### src/shared/timer_pkg.sv
package timer_pkg;

	// -----------------------------------------------------------------
	// Register addresses on the special function register bus
	// -----------------------------------------------------------------
	localparam logic [7:0] ADDR_CTRL = 8'h91;
	localparam logic [7:0] ADDR_RLL  = 8'h92;
	localparam logic [7:0] ADDR_RLH  = 8'h93;
	localparam logic [7:0] ADDR_CNTL = 8'h94;
	localparam logic [7:0] ADDR_CNTH = 8'h95;

	// -----------------------------------------------------------------
	// Control register field positions and reset values
	// -----------------------------------------------------------------
	localparam int CTRL_OVF  = 7;
	localparam int CTRL_RUN  = 2;
	localparam int CTRL_DIV  = 1;
	localparam int CTRL_XCLK = 0;

	localparam logic [7:0]  CTRL_RESET   = 8'h00;
	localparam logic [15:0] RELOAD_RESET = 16'h0000;
	localparam logic [15:0] COUNT_RESET  = 16'h0000;
	localparam logic [15:0] COUNT_ALL1   = 16'hFFFF;
	localparam logic [7:0]  READ_UNMAPPED = 8'h00;

	// -----------------------------------------------------------------
	// Divider terminal counts
	// -----------------------------------------------------------------
	localparam logic [3:0] SYS_DIV_LAST = 4'hB;
	localparam logic [2:0] EXT_DIV_LAST = 3'h7;

	// -----------------------------------------------------------------
	// Carriers
	// -----------------------------------------------------------------
	typedef struct packed {
		logic [7:0] addr;
		logic [7:0] wdata;
		logic       wr;
		logic       rd;
	} sfr_req_s;

	typedef struct packed {
		logic       ovf_flag;
		logic       run_control;
		logic       sysclk_divide_select;
		logic       external_clock_select;
		logic [15:0] reload;
		logic [15:0] count;
		logic [3:0] presc;
		logic [7:0] rdata;
		logic       ovf_event;
		logic       irq;
	} timer_state_s;

	typedef struct packed {
		logic       sync1;
		logic       sync2;
		logic       prev;
		logic [2:0] cnt;
		logic       tick;
	} ext_div_state_s;

endpackage : timer_pkg

### src/core/ext_osc_divider.sv
`timescale 1ns/1ps

module ext_osc_divider (
	input  wire logic core_clk,
	input  wire logic nrst,
	input  wire logic ext_osc,
	input  wire logic enable,
	output logic      tick
);

	timer_pkg::ext_div_state_s s_q;
	timer_pkg::ext_div_state_s s_d;

	// -----------------------------------------------------------------
	// Synchroniser, edge detector and divide by eight
	// -----------------------------------------------------------------
	// The oscillator is sampled, so it must run below half of core_clk.
	always_comb begin
		s_d       = s_q;
		s_d.sync1 = ext_osc;
		s_d.sync2 = s_q.sync1;
		s_d.prev  = s_q.sync2;
		s_d.tick  = 1'b0;
		if (!enable) begin
			s_d.cnt = '0;
		end else if (s_q.sync2 && !s_q.prev) begin
			s_d.cnt  = s_q.cnt + 3'h1;
			s_d.tick = (s_q.cnt == timer_pkg::EXT_DIV_LAST);
		end
	end

	always_ff @(posedge core_clk or negedge nrst) begin
		if (!nrst) begin
			s_q <= '0;
		end else begin
			s_q <= s_d;
		end
	end

	assign tick = s_q.tick;
endmodule : ext_osc_divider

### src/core/auto_reload_timer_16bit.sv
`timescale 1ns/1ps

module auto_reload_timer_16bit (
	input  wire logic                core_clk,
	input  wire logic                nrst,
	input  wire timer_pkg::sfr_req_s sfr_req,
	input  wire logic                irq_enable,
	input  wire logic                ext_osc,
	output logic [7:0]               sfr_rdata,
	output logic                     irq_req,
	output logic                     ovf_event
);

	timer_pkg::timer_state_s s_q;
	timer_pkg::timer_state_s s_d;
	logic                    ext_tick;
	logic                    sys_tick;
	logic                    step;
	logic                    wrap;
	logic [7:0]              ctrl_view;

	function automatic logic wr_hit(input timer_pkg::sfr_req_s r, input logic [7:0] a);
		wr_hit = r.wr && (r.addr == a);
	endfunction : wr_hit

	// -----------------------------------------------------------------
	// Clock sources
	// -----------------------------------------------------------------
	// The external path is oversampled on core_clk, so the counter keeps one
	// clock while the oscillator stays independent of the system clock choice.
	ext_osc_divider u_ext_div (
		.core_clk (core_clk),
		.nrst     (nrst),
		.ext_osc  (ext_osc),
		.enable   (s_q.external_clock_select),
		.tick     (ext_tick)
	);

	always_comb begin
		// Run control only gates the step, so the prescaler keeps its phase while
		// the timer is stopped.
		sys_tick = s_q.sysclk_divide_select ||
			(s_q.presc == timer_pkg::SYS_DIV_LAST);
		step = 1'b0;
		if (s_q.run_control) begin
			// No pin event path exists; only clock-derived ticks count, from the prescaler or from the oscillator divider.
			step = s_q.external_clock_select ? ext_tick : sys_tick;
		end
		wrap = step && (s_q.count == timer_pkg::COUNT_ALL1);
		ctrl_view = {s_q.ovf_flag, 4'h0, s_q.run_control,
			s_q.sysclk_divide_select, s_q.external_clock_select};
	end

	// -----------------------------------------------------------------
	// Next state
	// -----------------------------------------------------------------
	always_comb begin
		s_d           = s_q;
		s_d.ovf_event = 1'b0;
		// The prescaler free-runs, so the first divided step after run is set comes
		// one to twelve cycles later; this keeps the path short at that cost.
		s_d.presc     = (s_q.presc == timer_pkg::SYS_DIV_LAST) ? 4'h0 : s_q.presc + 4'h1;

		if (wr_hit(sfr_req, timer_pkg::ADDR_CTRL)) begin
			s_d.ovf_flag              = sfr_req.wdata[timer_pkg::CTRL_OVF];
			s_d.run_control           = sfr_req.wdata[timer_pkg::CTRL_RUN];
			s_d.sysclk_divide_select  = sfr_req.wdata[timer_pkg::CTRL_DIV];
			s_d.external_clock_select = sfr_req.wdata[timer_pkg::CTRL_XCLK];
		end
		// Reload bytes are written one at a time; an overflow that lands between the
		// two writes reloads a mixed value.
		if (wr_hit(sfr_req, timer_pkg::ADDR_RLL)) begin
			s_d.reload[7:0] = sfr_req.wdata;
		end
		if (wr_hit(sfr_req, timer_pkg::ADDR_RLH)) begin
			s_d.reload[15:8] = sfr_req.wdata;
		end

		if (wrap) begin
			s_d.count     = s_q.reload;
			s_d.ovf_flag  = 1'b1;
			s_d.ovf_event = 1'b1;
		end else if (step) begin
			s_d.count = s_q.count + 16'h0001;
		end

		// A software write to the count bytes wins over a step in the same cycle.
		if (wr_hit(sfr_req, timer_pkg::ADDR_CNTL)) begin
			s_d.count[7:0] = sfr_req.wdata;
		end
		if (wr_hit(sfr_req, timer_pkg::ADDR_CNTH)) begin
			s_d.count[15:8] = sfr_req.wdata;
		end

		// The request follows the next flag value, so it rises with the flag, while
		// a change of the mask takes one cycle to show.
		s_d.irq = s_d.ovf_flag && irq_enable;

		// Count bytes are read with no latch, so a 16-bit read of a running counter
		// can tear between the two byte reads.
		if (sfr_req.rd) begin
			case (sfr_req.addr)
				timer_pkg::ADDR_CTRL: s_d.rdata = ctrl_view;
				timer_pkg::ADDR_RLL:  s_d.rdata = s_q.reload[7:0];
				timer_pkg::ADDR_RLH:  s_d.rdata = s_q.reload[15:8];
				timer_pkg::ADDR_CNTL: s_d.rdata = s_q.count[7:0];
				timer_pkg::ADDR_CNTH: s_d.rdata = s_q.count[15:8];
				default:              s_d.rdata = timer_pkg::READ_UNMAPPED;
			endcase
		end
	end

	always_ff @(posedge core_clk or negedge nrst) begin
		if (!nrst) begin
			// Control fields take the reset word bit by bit, so a new reset word reaches all.
			s_q                       <= '0;
			s_q.ovf_flag              <= timer_pkg::CTRL_RESET[timer_pkg::CTRL_OVF];
			s_q.run_control           <= timer_pkg::CTRL_RESET[timer_pkg::CTRL_RUN];
			s_q.sysclk_divide_select  <= timer_pkg::CTRL_RESET[timer_pkg::CTRL_DIV];
			s_q.external_clock_select <= timer_pkg::CTRL_RESET[timer_pkg::CTRL_XCLK];
			s_q.reload                <= timer_pkg::RELOAD_RESET;
			s_q.count                 <= timer_pkg::COUNT_RESET;
		end else begin
			s_q <= s_d;
		end
	end

	assign sfr_rdata = s_q.rdata;
	assign irq_req   = s_q.irq;
	assign ovf_event = s_q.ovf_event;

	// -----------------------------------------------------------------
	// Checks
	// -----------------------------------------------------------------
	logic ctrl_wr;
	logic cnt_wr;
	logic rl_wr;
	assign ctrl_wr = wr_hit(sfr_req, timer_pkg::ADDR_CTRL);
	assign cnt_wr  = wr_hit(sfr_req, timer_pkg::ADDR_CNTL) || wr_hit(sfr_req, timer_pkg::ADDR_CNTH);
	assign rl_wr   = wr_hit(sfr_req, timer_pkg::ADDR_RLL) || wr_hit(sfr_req, timer_pkg::ADDR_RLH);
endmodule : auto_reload_timer_16bit

### config.mk
export PLATFORM = sky130hd
export DESIGN_NAME = auto_reload_timer_16bit
export DESIGN_NICKNAME = d
export VERILOG_FILES = /design/src/shared/timer_pkg.sv /design/src/core/ext_osc_divider.sv /design/src/core/auto_reload_timer_16bit.sv
export SDC_FILE = /design/constraint.sdc
export NUM_CORES = 1
export LEC_CHECK = 0
export ABC_AREA = 1
export ABC_CLOCK_PERIOD_IN_PS = 2100
export BUFFER_PORTS_ARGS = -buffer_cell sky130_fd_sc_hd__buf_4
export CAP_MARGIN = 20
export CORE_MARGIN = 2
export CORE_UTILIZATION = 37
export CTS_CLUSTER_DIAMETER = 100
export DETAILED_ROUTE_END_ITERATION = 16
export GPL_TIMING_DRIVEN = 0
export PLACE_DENSITY = 0.5
export SYNTH_ARGS = -nofsm -noshare
export SYNTH_HDL_FRONTEND = slang
export SYNTH_HIERARCHICAL = 1
export SYNTH_SLANG_ARGS = --single-unit
### constraint.sdc
create_clock -name core_clk -period 2.1 [get_ports core_clk]
set_input_delay 0.105 -clock core_clk [delete_from_list [all_inputs] [get_ports core_clk]]
set_output_delay 0.105 -clock core_clk [all_outputs]
set_load 0.005 [all_outputs]
# [Word level (Yosys, flattened, before mapping)]
# Index checks and enable logic that the tools add are counted.
# Widths: inputs -> output; s select.
[totals] register_bits=57 input_bits=22 word_cells=55 output_inout_bits=10
[op_classes] n_mux=14 reduce_logical=12 n_eq_ne=9 n_addsub=3
[ops] cell="$eq 8x8->1 const B" count=5
[ops] cell="$pmux 8 s5" count=1
[ops] cell="$mux 16" count=2
[ops] cell="$add 16x1->16 const B" count=1
[ops] cell="$eq 16x16->1 const B" count=1
[ops] cell="$mux 8" count=2
[ops] cell="$mux 4" count=3
[ops] cell="$logic_and 1x1->1" count=8
[ops] cell="$reduce_bool 3->1" count=2
[ops] cell="$mux 1" count=5
[ops] cell="$add 4x1->4 const B" count=1
[ops] cell="$eq 4x4->1 const B" count=1
[ops] cell="$add 3x1->3 const B" count=1
[ops] cell="$eq 3x3->1 const B" count=1
[ops] cell="$mux 3" count=1
[ops] cell="$ne 2x1->1 const B" count=1
[ops] cell="$logic_not 1->1" count=1
[ops] cell="$logic_or 1x1->1" count=1

# [Longest topological paths before layout]
# Gate-level depths: netlist of the first run.
[depth] word_depth=7 ltp_mapped=10 ltp_nobuf=10

# [Hierarchy]
# The synthesis of the first run kept the hierarchy.
[modules_own_cells] module="auto_reload_timer_16bit" seq_area_each_um2=1251.2 n_inst=1 cells_per_inst=459 area_each_um2=3195.6
[modules_own_cells] module="ext_osc_divider" seq_area_each_um2=175.2 n_inst=1 cells_per_inst=23 area_each_um2=264.0

# [Least setup slack after synthesis of the first run]
# OpenSTA, ideal clock, no wires.
[synth_path] kind="register to register" startpoint="register s_q[14] (netlist bit)" endpoint="register s_q[22] (netlist bit)" period_less_slack_ps=1520 n_path_buf=1 t_arrival_ps=1404 setup_ps=116 slack_ps=580 t_required_ps=1984 path_stages_with_launch=10 path_cell_list="dfrtp_1 ha_1 nand3_2 nor2_4 nand3_4 nor2_4 buf_6 nand2_1 nand3_1 nand2_1"
[synth_between] elab_chain_len=4 elab_cells_between_ends=7 cone_classes="add/sub (1); eq/ne (1); mux (3); reduce/logical (2)"
[synth_rtl] element="from (decl)" line_no="auto_reload_timer_16bit.sv:14" source="timer_pkg::timer_state_s s_q;"
[synth_rtl] element="$add 16x1->16 or $eq 16x16->1 (tied branches)" line_no="auto_reload_timer_16bit.sv:84, auto_reload_timer_16bit.sv:49"
[synth_rtl] element="$mux 16 or $logic_and 1x1->1 (tied branches)" line_no="auto_reload_timer_16bit.sv:83, auto_reload_timer_16bit.sv:49"
[synth_rtl] element="$mux 16" line_no="auto_reload_timer_16bit.sv:79" source="if (wrap) begin"
[synth_rtl] element="$mux 8" line_no="auto_reload_timer_16bit.sv:91" source="if (wr_hit(sfr_req, timer_pkg::ADDR_CNTH)) begin"
# Parallel ways exist; a longest one is shown, timed or not. The select of a mux whose other input is x is not followed.
# A chain may end at the register's enable or synchronous reset.

# [Worst setup path after layout of the first run]
[layout_path] startpoint="register s_q[14] (netlist bit)" endpoint="register s_q[29] (netlist bit)"
# Same word-level chain as after synthesis.

==> summary.md, run 1 <==
| Metric | Value |
|---|---|
| Syn_area_per_cell | ~7.2 µm² |
| Crit path max fanout | 10 |
| Max Cap Viol | 0 |
| Via density | 5.02 |
| Initial antenna violation count | 0 |
| Synth area leader | dfrtp_1 |
| Final nets | roughly 550 |
| Wire per inst | 14.8 µm |
| Placed cell count | 624 |
| Tmin final | roughly 1900 ps |
| Post-CTS setup buffers | 0 |
| Worst slew pin tran | 742 ps |
| CP Buf/Inv Count | 1 |
| Setup_tns | 0 ps |
| Non-Filler Instances | 644 |
| Tot Pwr | 2.82 mW |
| Yosys top cell area share | 41.2% |
| Core Footprint | just over 9000 µm² |
| Starting Density | 37.8% |
| Total gr overflow | 0 |
| Critical Path End Type | flop |
| Dpl hpwl | 7.16 mm |
| Final Slew Violations | 0 |
| CTS Sinks | 57 |
| Req. time, crit path | 2340 ps |
| DRT iter0 DRCs | 205 |
| EDFF count, synth | 0 |
| Pre-antenna DRT Iters | 5 |
| Syn_nets | 508 |
| Number of library cell types mapped by synthesis | 25 |
| First-pass GRT wire length | 16.2 mm |
| CP top delay family | simple AND/OR/NAND/NOR gates |
| Root buf cell | clkbuf_8 |
| Pin count of the biggest net entering global routing | 58 |
| Row Count | 35 |
| Hold violation count in the final report | 0 |
| FFs w/ async S/R, synth | 100% |
| Syn Inst Count | 482 |
| H-tree levels | 3 |
| Clock buffer depth | 2 |
| Dominant synthesized flop cell | dfrtp_1 |
| Via count | 3231 |
| Status | completed |
| # DRC | 0 |
| # diodes | 0 |
| VDD IR max | slightly above 0.3 mV |
| HP Class | input port to flop |
| Yosys Warn Count | 6 |
| Fin area | 4130 µm² |
| Most common cell in the netlist | nand2_1 |
| Fmax | 537 MHz |
| Placed Area | 3830 µm² |
| GPL Wtd Cong | 0.877 |
| Clock transition at the registers of the reported paths | 70 ps |
| Cell chain of the critical path | ha_1 -> nand3_2 -> nor2_4 -> nand3_4 -> nor2_4 -> buf_6 -> a21oi_1 -> nand2_1 -> nand2_1 |
| Layout Skew | 10.0 ps |
| Startpoint Class | flop |
| Seq/Total Area, Yosys | 41.2% |
| Setup slack at placement | 168 ps |
| Worst Slack Setup Final | 237 ps |
| Crit path kind | flop to flop |
| RSZ-0062 raised after global routing | false |
| Area grow syn2layout | 19.3% |
| Die height | 101 µm |
| Slew HR | 50.5% |
| Synth top area cells | dfrtp_1, nand2_1, inv_1 |
| Post-synthesis register bit count | 57 |
| Post-synth top cells | nand2_1, inv_1, dfrtp_1 |
| Clk_lat worst skew | 340 ps |
| Largest stage delay, worst path | 460 ps |
| Number of global-route vias before repair | 2997 |
| Area of the mapped netlist | 3460 µm² |
| WL final | 9.52 mm |
| IO Count | 32 |
| Tcrit/Tclk final | 88.7% |
| Routed Antenna Nets | 0 |
| Leak | 2.07 nW |
| PwrDens | roughly 680 nW/µm² |
| IO Port Bufs | 31 |
| Total GRT Usage | 20.8% |
| CTS Buf Count | 9 |
| Count of final setup violators | 0 |
| Slowest cell on crit path | dfrtp_1 |
| CP arrival | 2100 ps |
| Die area | roughly 10000 µm² |
| Proportion of layout cells with a drive suffix above 1 | 15.8% |
| Die width | 101 µm |
| CTS tree | yes |
## logic make-up after synthesis
family | synth area share [%]
adder cells (fa/ha/maj) | 1.45
AO/OA/AOI/OAI | 9.77
XOR/XNOR | 1.52
AND/OR/NAND/NOR | 33.2
flip-flops | 41.2
buffers and inverters | 12.9
## what timing repair did
| action | in CTS | in global routing |
|---|---|---|
| gates resized for setup | 0 | 1 |
| setup endpoints to repair | 0 | 5 |
| endpoints found under the hold margin | 60 | 0 |
| hold buffers | 4 | 0 |
## through the flow
step           utilization [%]  hold slack, ps
2_1_floorplan                -            -191
3_3_place_gp              41.9             216
3_5_place_dp              41.9             215
4_1_cts                   45.1           0.948
5_1_grt                   45.1            31.0
6_report                  45.1            8.43
## cells in the final DEF (no fill, tap or decap), drive strengths merged
cell type / n
dlygate4sd3: 4
clkinv: 3
nor3: 1
buf: 48
xnor2: 4
nand4: 19
clkinvlp: 1
nor2: 35
bufinv: 3
nand2: 132
ha: 4
clkbuf: 12
o21ai: 58
dfrtp: 57
nand3: 59
xor2: 2
a21oi: 8
a21boi: 1
inv: 82
## sequential cells by signal, indices dropped and copies added, names as in the netlist
signal	cells
u_ext_div/s_d	2
s_q	36
sfr_rdata	8
u_ext_div/s_q	4
irq_req	1
ctrl_view	4
u_ext_div/tick	1
ovf_event	1
## area by class of cell
type                    count  area (µm²)
plain buffers              19         134
clock buffers              10         138
clock inverters             6         115
fillers                   947        5030
inverters                  83         312
multi-input cells         323        1590
flip-flops and latches     57        1430
well taps                 111         139
repair buffers             35         273
## metal layers
metal | share of wire, % | vias up | GRT usage, %
li1 | - | 1632 | -
met1 | 50 | 1489 | 31.3
met2 | 42 | 95 | 29.6
met3 | 5.4 | 15 | 3.61
met4 | 2.0 | 0 | 7.48
met5 | 0 | - | 0
## worst paths after layout
kind,from,cells past startpoint,slack (ps),end
min in group asynchronous,nrst,2,360,s_q[13]
min reg2reg,u_ext_div/s_d[5],0,360,u_ext_div/s_d[4]
max,s_q[14],9,240,s_q[29]
max in group asynchronous,nrst,2,1240,s_q[45]
max reg2reg,s_q[14],9,240,s_q[29]
min,sfr_req[7],3,8,s_q[35]
## report_power, final
| part | internal (mW) | switching, mW |
|---|---|---|
| registers | 1.16 | 0.0634 |
| clock network | 0.824 | 0.487 |
| logic | 0.115 | 0.175 |
| total | 2.10 | 0.725 |
## worst min-delay path, cell delays in order
cell,delay (ps)
buf_4,100
nand2_1,50
o21ai_0,60
Note: power is estimated with default switching activity, not from simulation.
==> inputs of run 2 (changes only) <==
Settings changed: ABC_CLOCK_PERIOD_IN_PS 2100 to 1800, CORE_ASPECT_RATIO from default to 0.8, CTS_CLUSTER_DIAMETER 100 to 80.
Clock period 2.1 ns to 1.8 ns, I/O delays scaled along.
==> summary.md, run 2 (synthesis gave the netlist of run 1 again) <==
| Metric | Value |
|---|---|
| Status | completed |
| Clk_lat worst skew | 330 ps |
| Total GRT Usage | 21.2% |
| Max Cap Viol | 0 |
| Hold violation count in the final report | 0 |
| CTS Sinks | 57 |
| VDD IR max | around 0.52 mV |
| GPL Wtd Cong | approximately 0.88 |
| HP Class | input port to flop |
| Count of final setup violators | 0 |
| Slew HR | 47.7% |
| Multi-input logic area | approximately 1600 µm² |
| Startpoint Class | flop |
| Total gr overflow | 0 |
| Die width | 112 µm |
| Tmin final | 1700 ps |
| Clock transition at the registers of the reported paths | roughly 50 ps |
| Wire per inst | 15.6 µm |
| Most flop-heavy register | s_q |
| Critical Path Source | s_q[10] |
| Leak | roughly 2.1 nW |
| RSZ-0062 raised after global routing | false |
| Pre-antenna DRT Iters | 4 |
| Initial antenna violation count | 0 |
| # diodes | 0 |
| Setup slack at placement | -164 ps |
| Worst slew pin tran | just under 800 ps |
| Placed cell count | ~630 |
| R2r startpoint | s_q[10] |
| Number of global-route vias before repair | between 3000 and 4000 |
| Routed Antenna Nets | 0 |
| Die area | a little over 10000 µm² |
| Tcrit/Tclk final | 94.4% |
| Fmax | a little under 600 MHz |
| Via density | 4.96 |
| Commonest non-fill, non-tap cell in the layout | nand2_1 |
| Clock buffer depth | 2 |
| Commonest non-fill, non-tap cells in the layout | nand2_1, inv_1, dfrtp_1 |
| Via count | 3236 |
| CTS tree | yes |
| Final Slew Violations | 0 |
| Proportion of layout cells with a drive suffix above 1 | 17.5% |
| Largest register FFs | 36 |
| IO Port Bufs | 31 |
| Dpl hpwl | 7.34 mm |
| Req. time, crit path | about 2000 ps |
| Root buf cell | clkbuf_16 |
| Die height | slightly above 90 µm |
| Crit path kind | flop to flop |
| WL final | a little over 10 mm |
| Pin count of the biggest net entering global routing | 58 |
| Crit path max fanout | 10 |
| Non-Filler Instances | 652 |
| CTS Buf Count | 9 |
| Area grow syn2layout | 23.3% |
| Util after Layout | 47.0% |
| Fillers | slightly above 900 |
| H-tree levels | 3 |
| Final nets | 558 |
| IO Count | 32 |
| CP arrival | about 1900 ps |
| PwrDens | 858 nW/µm² |
| Starting Density | about two fifths |
| Register area | between 1000 and 1500 µm² |
| Critical Path End Type | flop |
| # DRC | 0 |
| DRT iter0 DRCs | 221 |
| Row Count | 31 |
| Core Footprint | just over 9000 µm² |
| Tot Pwr | roughly 3.7 mW |
| Layout Skew | 4.54 ps |
| First-pass GRT wire length | 16.4 mm |
| Worst Slack Setup Final | 100 ps |
| HP Start | sfr_req[7] |
==> run 2: final cells by class <==
cell class	instances	area share [%]
Inverter	83	7.31
Multi-Input combinational cell	323	38.0
Buffer	19	3.14
Timing Repair Buffer	39	7.10
Clock buffer	11	5.69
Sequential cell	57	33.5
Tap cell	115	3.37
Clock inverter	5	1.85
==> run 2: worst max-delay path, stage by stage, from the launching register on <==
cell and delay (ps):
dfrtp_1 390, ha_1 240, nand3_1 160, nand2_2 120, nand2_4 170, inv_2 70
nand2_1 130, inv_1 130, nand3_1 110, nand2_1 60
==> run 2: power breakdown <==
part	internal [mW]	switching (mW)
clock network	1.25	0.609
registers	1.36	0.0763
logic	0.153	0.219
==> run 2: worst paths after layout <==
check | end | slack, ps | cells past startpoint
max in group asynchronous | s_q[14] | 850 | 2
min | s_q[35] | 10 | 3
min in group asynchronous | irq_req | 340 | 2
max | s_q[22] | 100 | 9
min reg2reg | u_ext_div/s_d[4] | 350 | 0
max reg2reg | s_q[22] | 100 | 9
==> run 2: timing repair <==
| action | CTS | global route |
|---|---|---|
| hold endpoints to repair | 60 | 0 |
| buffers inserted | 1 | 3 |
| pin swaps | 1 | 1 |
| hold buffers | 4 | 0 |
| resized for setup | 2 | 10 |
| setup endpoints to repair | 16 | 14 |
==> run 2: metal layers <==
| layer | track usage (%) | vias up | part of all wire [%] |
|---|---|---|---|
| met5 | 0 | - | 0 |
| met4 | 5.79 | 0 | 1.1 |
| met3 | 4.63 | 9 | 4.1 |
| met2 | 30.3 | 75 | 42 |
| met1 | 32.1 | 1514 | 53 |
| li1 | - | 1638 | - |
==> run 2: per-stage QoR <==
step / hold slack [ps] / instance area (µm²) / setup TNS (ps)
floorplan: -206 / 3460 / 0
global placement: 200 / 3840 / -1490
detailed placement: 201 / 3840 / -1520
CTS: 2.65 / 4210 / 0
global route: 18.5 / 4260 / 0
finish: 11.0 / 4260 / 0
==> inputs of run 3 (changes only) <==
Settings changed: ABC_CLOCK_PERIOD_IN_PS 1800 to 2000.
Clock period 1.8 ns to 2 ns, I/O delays scaled along.
==> summary.md, run 3 (synthesis gave the netlist of run 1 again) <==
| Metric | Value |
|---|---|
| Status | completed |
| Number of global-route vias before repair | between 3000 and 4000 |
| Proportion of layout cells with a drive suffix above 1 | 15.8% |
| Routed Antenna Nets | 0 |
| PwrDens | 779 nW/µm² |
| Pin count of the biggest net entering global routing | 58 |
| Setup_tns | 0 ps |
| Cell chain of the critical path | ha_2 -> nand3_2 -> nor2_4 -> nand3_4 -> nor2_4 -> buf_6 -> nand2_1 -> nand3_1 -> nand2_1 |
| Leak | about 2.1 nW |
| Hold violation count in the final report | 0 |
| R2R Setup Slk | 140 ps |
| Worst slew pin tran | 765 ps |
| Util after Layout | 46.2% |
| Startpoint Class | flop |
| FF-to-FF path depth | 9 |
| Die width | between 100 and 150 µm |
| Hold WS | 9.54 ps |
| RSZ-0062 raised after global routing | false |
| Crit path max fanout | 10 |
| Pre-antenna DRT Iters | 5 |
| Req. time, crit path | 2220 ps |
| Max Cap Viol | 0 |
| Most flop-heavy register | s_q |
| GR Util met3 | 4.63% |
| CTS Buf Count | 9 |
| Layout Skew | 6.07 ps |
| Clock transition at the registers of the reported paths | ~50 ps |
| Switching share of power | 24.7% |
| Starting Density | a little under two fifths |
| # diodes | 0 |
| Placed Area | 3840 µm² |
| Final nets | roughly 550 |
| Crit path kind | flop to flop |
| IO Count | 32 |
| R2r startpoint | s_q[14] |
| HP Start | sfr_req[8] |
| Largest register FFs | 36 |
| Area grow syn2layout | 21.2% |
| Tmin final | 1860 ps |
| Commonest non-fill, non-tap cell in the layout | nand2_1 |
| Largest stage delay, worst path | 450 ps |
| Fin area | between 4000 and 5000 µm² |
| Fillers | 937 |
| Dpl hpwl | between 7 and 8 mm |
| Clk_lat worst skew | 340 ps |
| Critical Path End Type | flop |
| IO Port Bufs | 31 |
| Die height | 90.5 µm |
| Slowest cell on crit path | dfrtp_1 |
| Sequential Power Share | 39.4% |
| Internal | 2.46 mW |
| Total gr overflow | 0 |
| Critical Path Source | s_q[14] |
| Clk network pwr share | roughly half |
| First-pass GRT wire length | 16.3 mm |
| Final Slew Violations | 0 |
| Die area | 10100 µm² |
| Gr busiest metal | met1 |
| Fmax | 538 MHz |
| Clock buffer depth | 2 |
| Core Footprint | 9080 µm² |
| GPL Wtd Cong | about 0.88 |
| Met1 GRT Util | approximately a third |
| Grt met2 use | 30.2% |
| Post-CTS setup buffers | 0 |
| Wire per inst | around 15 µm |
| Count of final setup violators | 0 |
| Slew HR | 49.0% |
| Sw Pwr | just over 0.8 mW |
| CTS tree | yes |
| # DRC | 0 |
| CTS Sinks | 57 |
| Via density | roughly 5.0 |
| Tcrit/Tclk final | 92.9% |
| VDD IR max | 0.475 mV |
| Commonest non-fill, non-tap cells in the layout | nand2_1, inv_1, dfrtp_1 |
| Initial antenna violation count | 0 |
| DRT iter0 DRCs | 190 |
| CP arrival | approximately 2100 ps |
| Via count | 3206 |
| Logic pwr share | 9.4% |
| Hold Crit Depth | 3 |
| Row Count | 31 |
| Root buf cell | clkbuf_16 |
| H-tree levels | 3 |
| WL final | around 10 mm |
| Total GRT Usage | 21.1% |
| HP Class | input port to flop |
==> run 3: cell type report <==
class	instances	area, µm²	area share [%]
plain buffers	19	134	3.19
clock inverters	5	78.8	1.88
well taps	115	144	3.43
clock buffers	11	243	5.79
inverters	83	312	7.43
repair buffers	34	263	6.27
flip-flops and latches	57	1430	34.0
multi-input cells	323	1590	38.0
==> run 3: critical path, delay by kind of cell (launching register included) <==
kind / cells / cell delay [ps]
and+or+nand+nor: 7 / 870
DFF: 1 / 450
adders and majority gates: 1 / 260
buffers and inverters: 1 / 170
==> run 3: path summary, 6_finish.rpt <==
path,end
max,s_q[28]
min,s_q[36]
max reg2reg,s_q[28]
min reg2reg,u_ext_div/s_d[4]
max in group asynchronous,sfr_rdata[5]
min in group asynchronous,irq_req
==> run 3: per-stage QoR <==
stage	setup WS, ps	power (mW)	std cells
after global routing	4.67	3.40	647
after CTS	23.2	3.30	647
after global placement	40.1	1.60	628
after detailed placement	35.6	1.60	628
final	141	3.27	647
after floorplan	480	1.46	482
==> run 3: routing by layer <==
layer / up-vias / part of all wire (%) / wire length (µm)
met1: 1504 / 53 / 5290
met5: - / 0 / 0
met4: 0 / 1.4 / 136
li1: 1624 / - / -
met3: 12 / 4.7 / 465
met2: 66 / 41 / 4100
==> run 3: power groups by stage <==
| stage | clock [mW] | sequential, mW | combinational [mW] |
|---|---|---|---|
| floorplan | 0 | 1.28 | 0.175 |
| global placement | 0 | 1.30 | 0.296 |
| detailed placement | 0 | 1.31 | 0.299 |
| CTS | 1.71 | 1.29 | 0.307 |
| global route | 1.76 | 1.30 | 0.348 |
| finish | 1.67 | 1.29 | 0.306 |
==> run 3: timing repair <==
action	CTS	global route
hold buffers	3	0
endpoints found under the setup margin	0	11
gates resized for setup	0	2
hold endpoints to repair	59	0
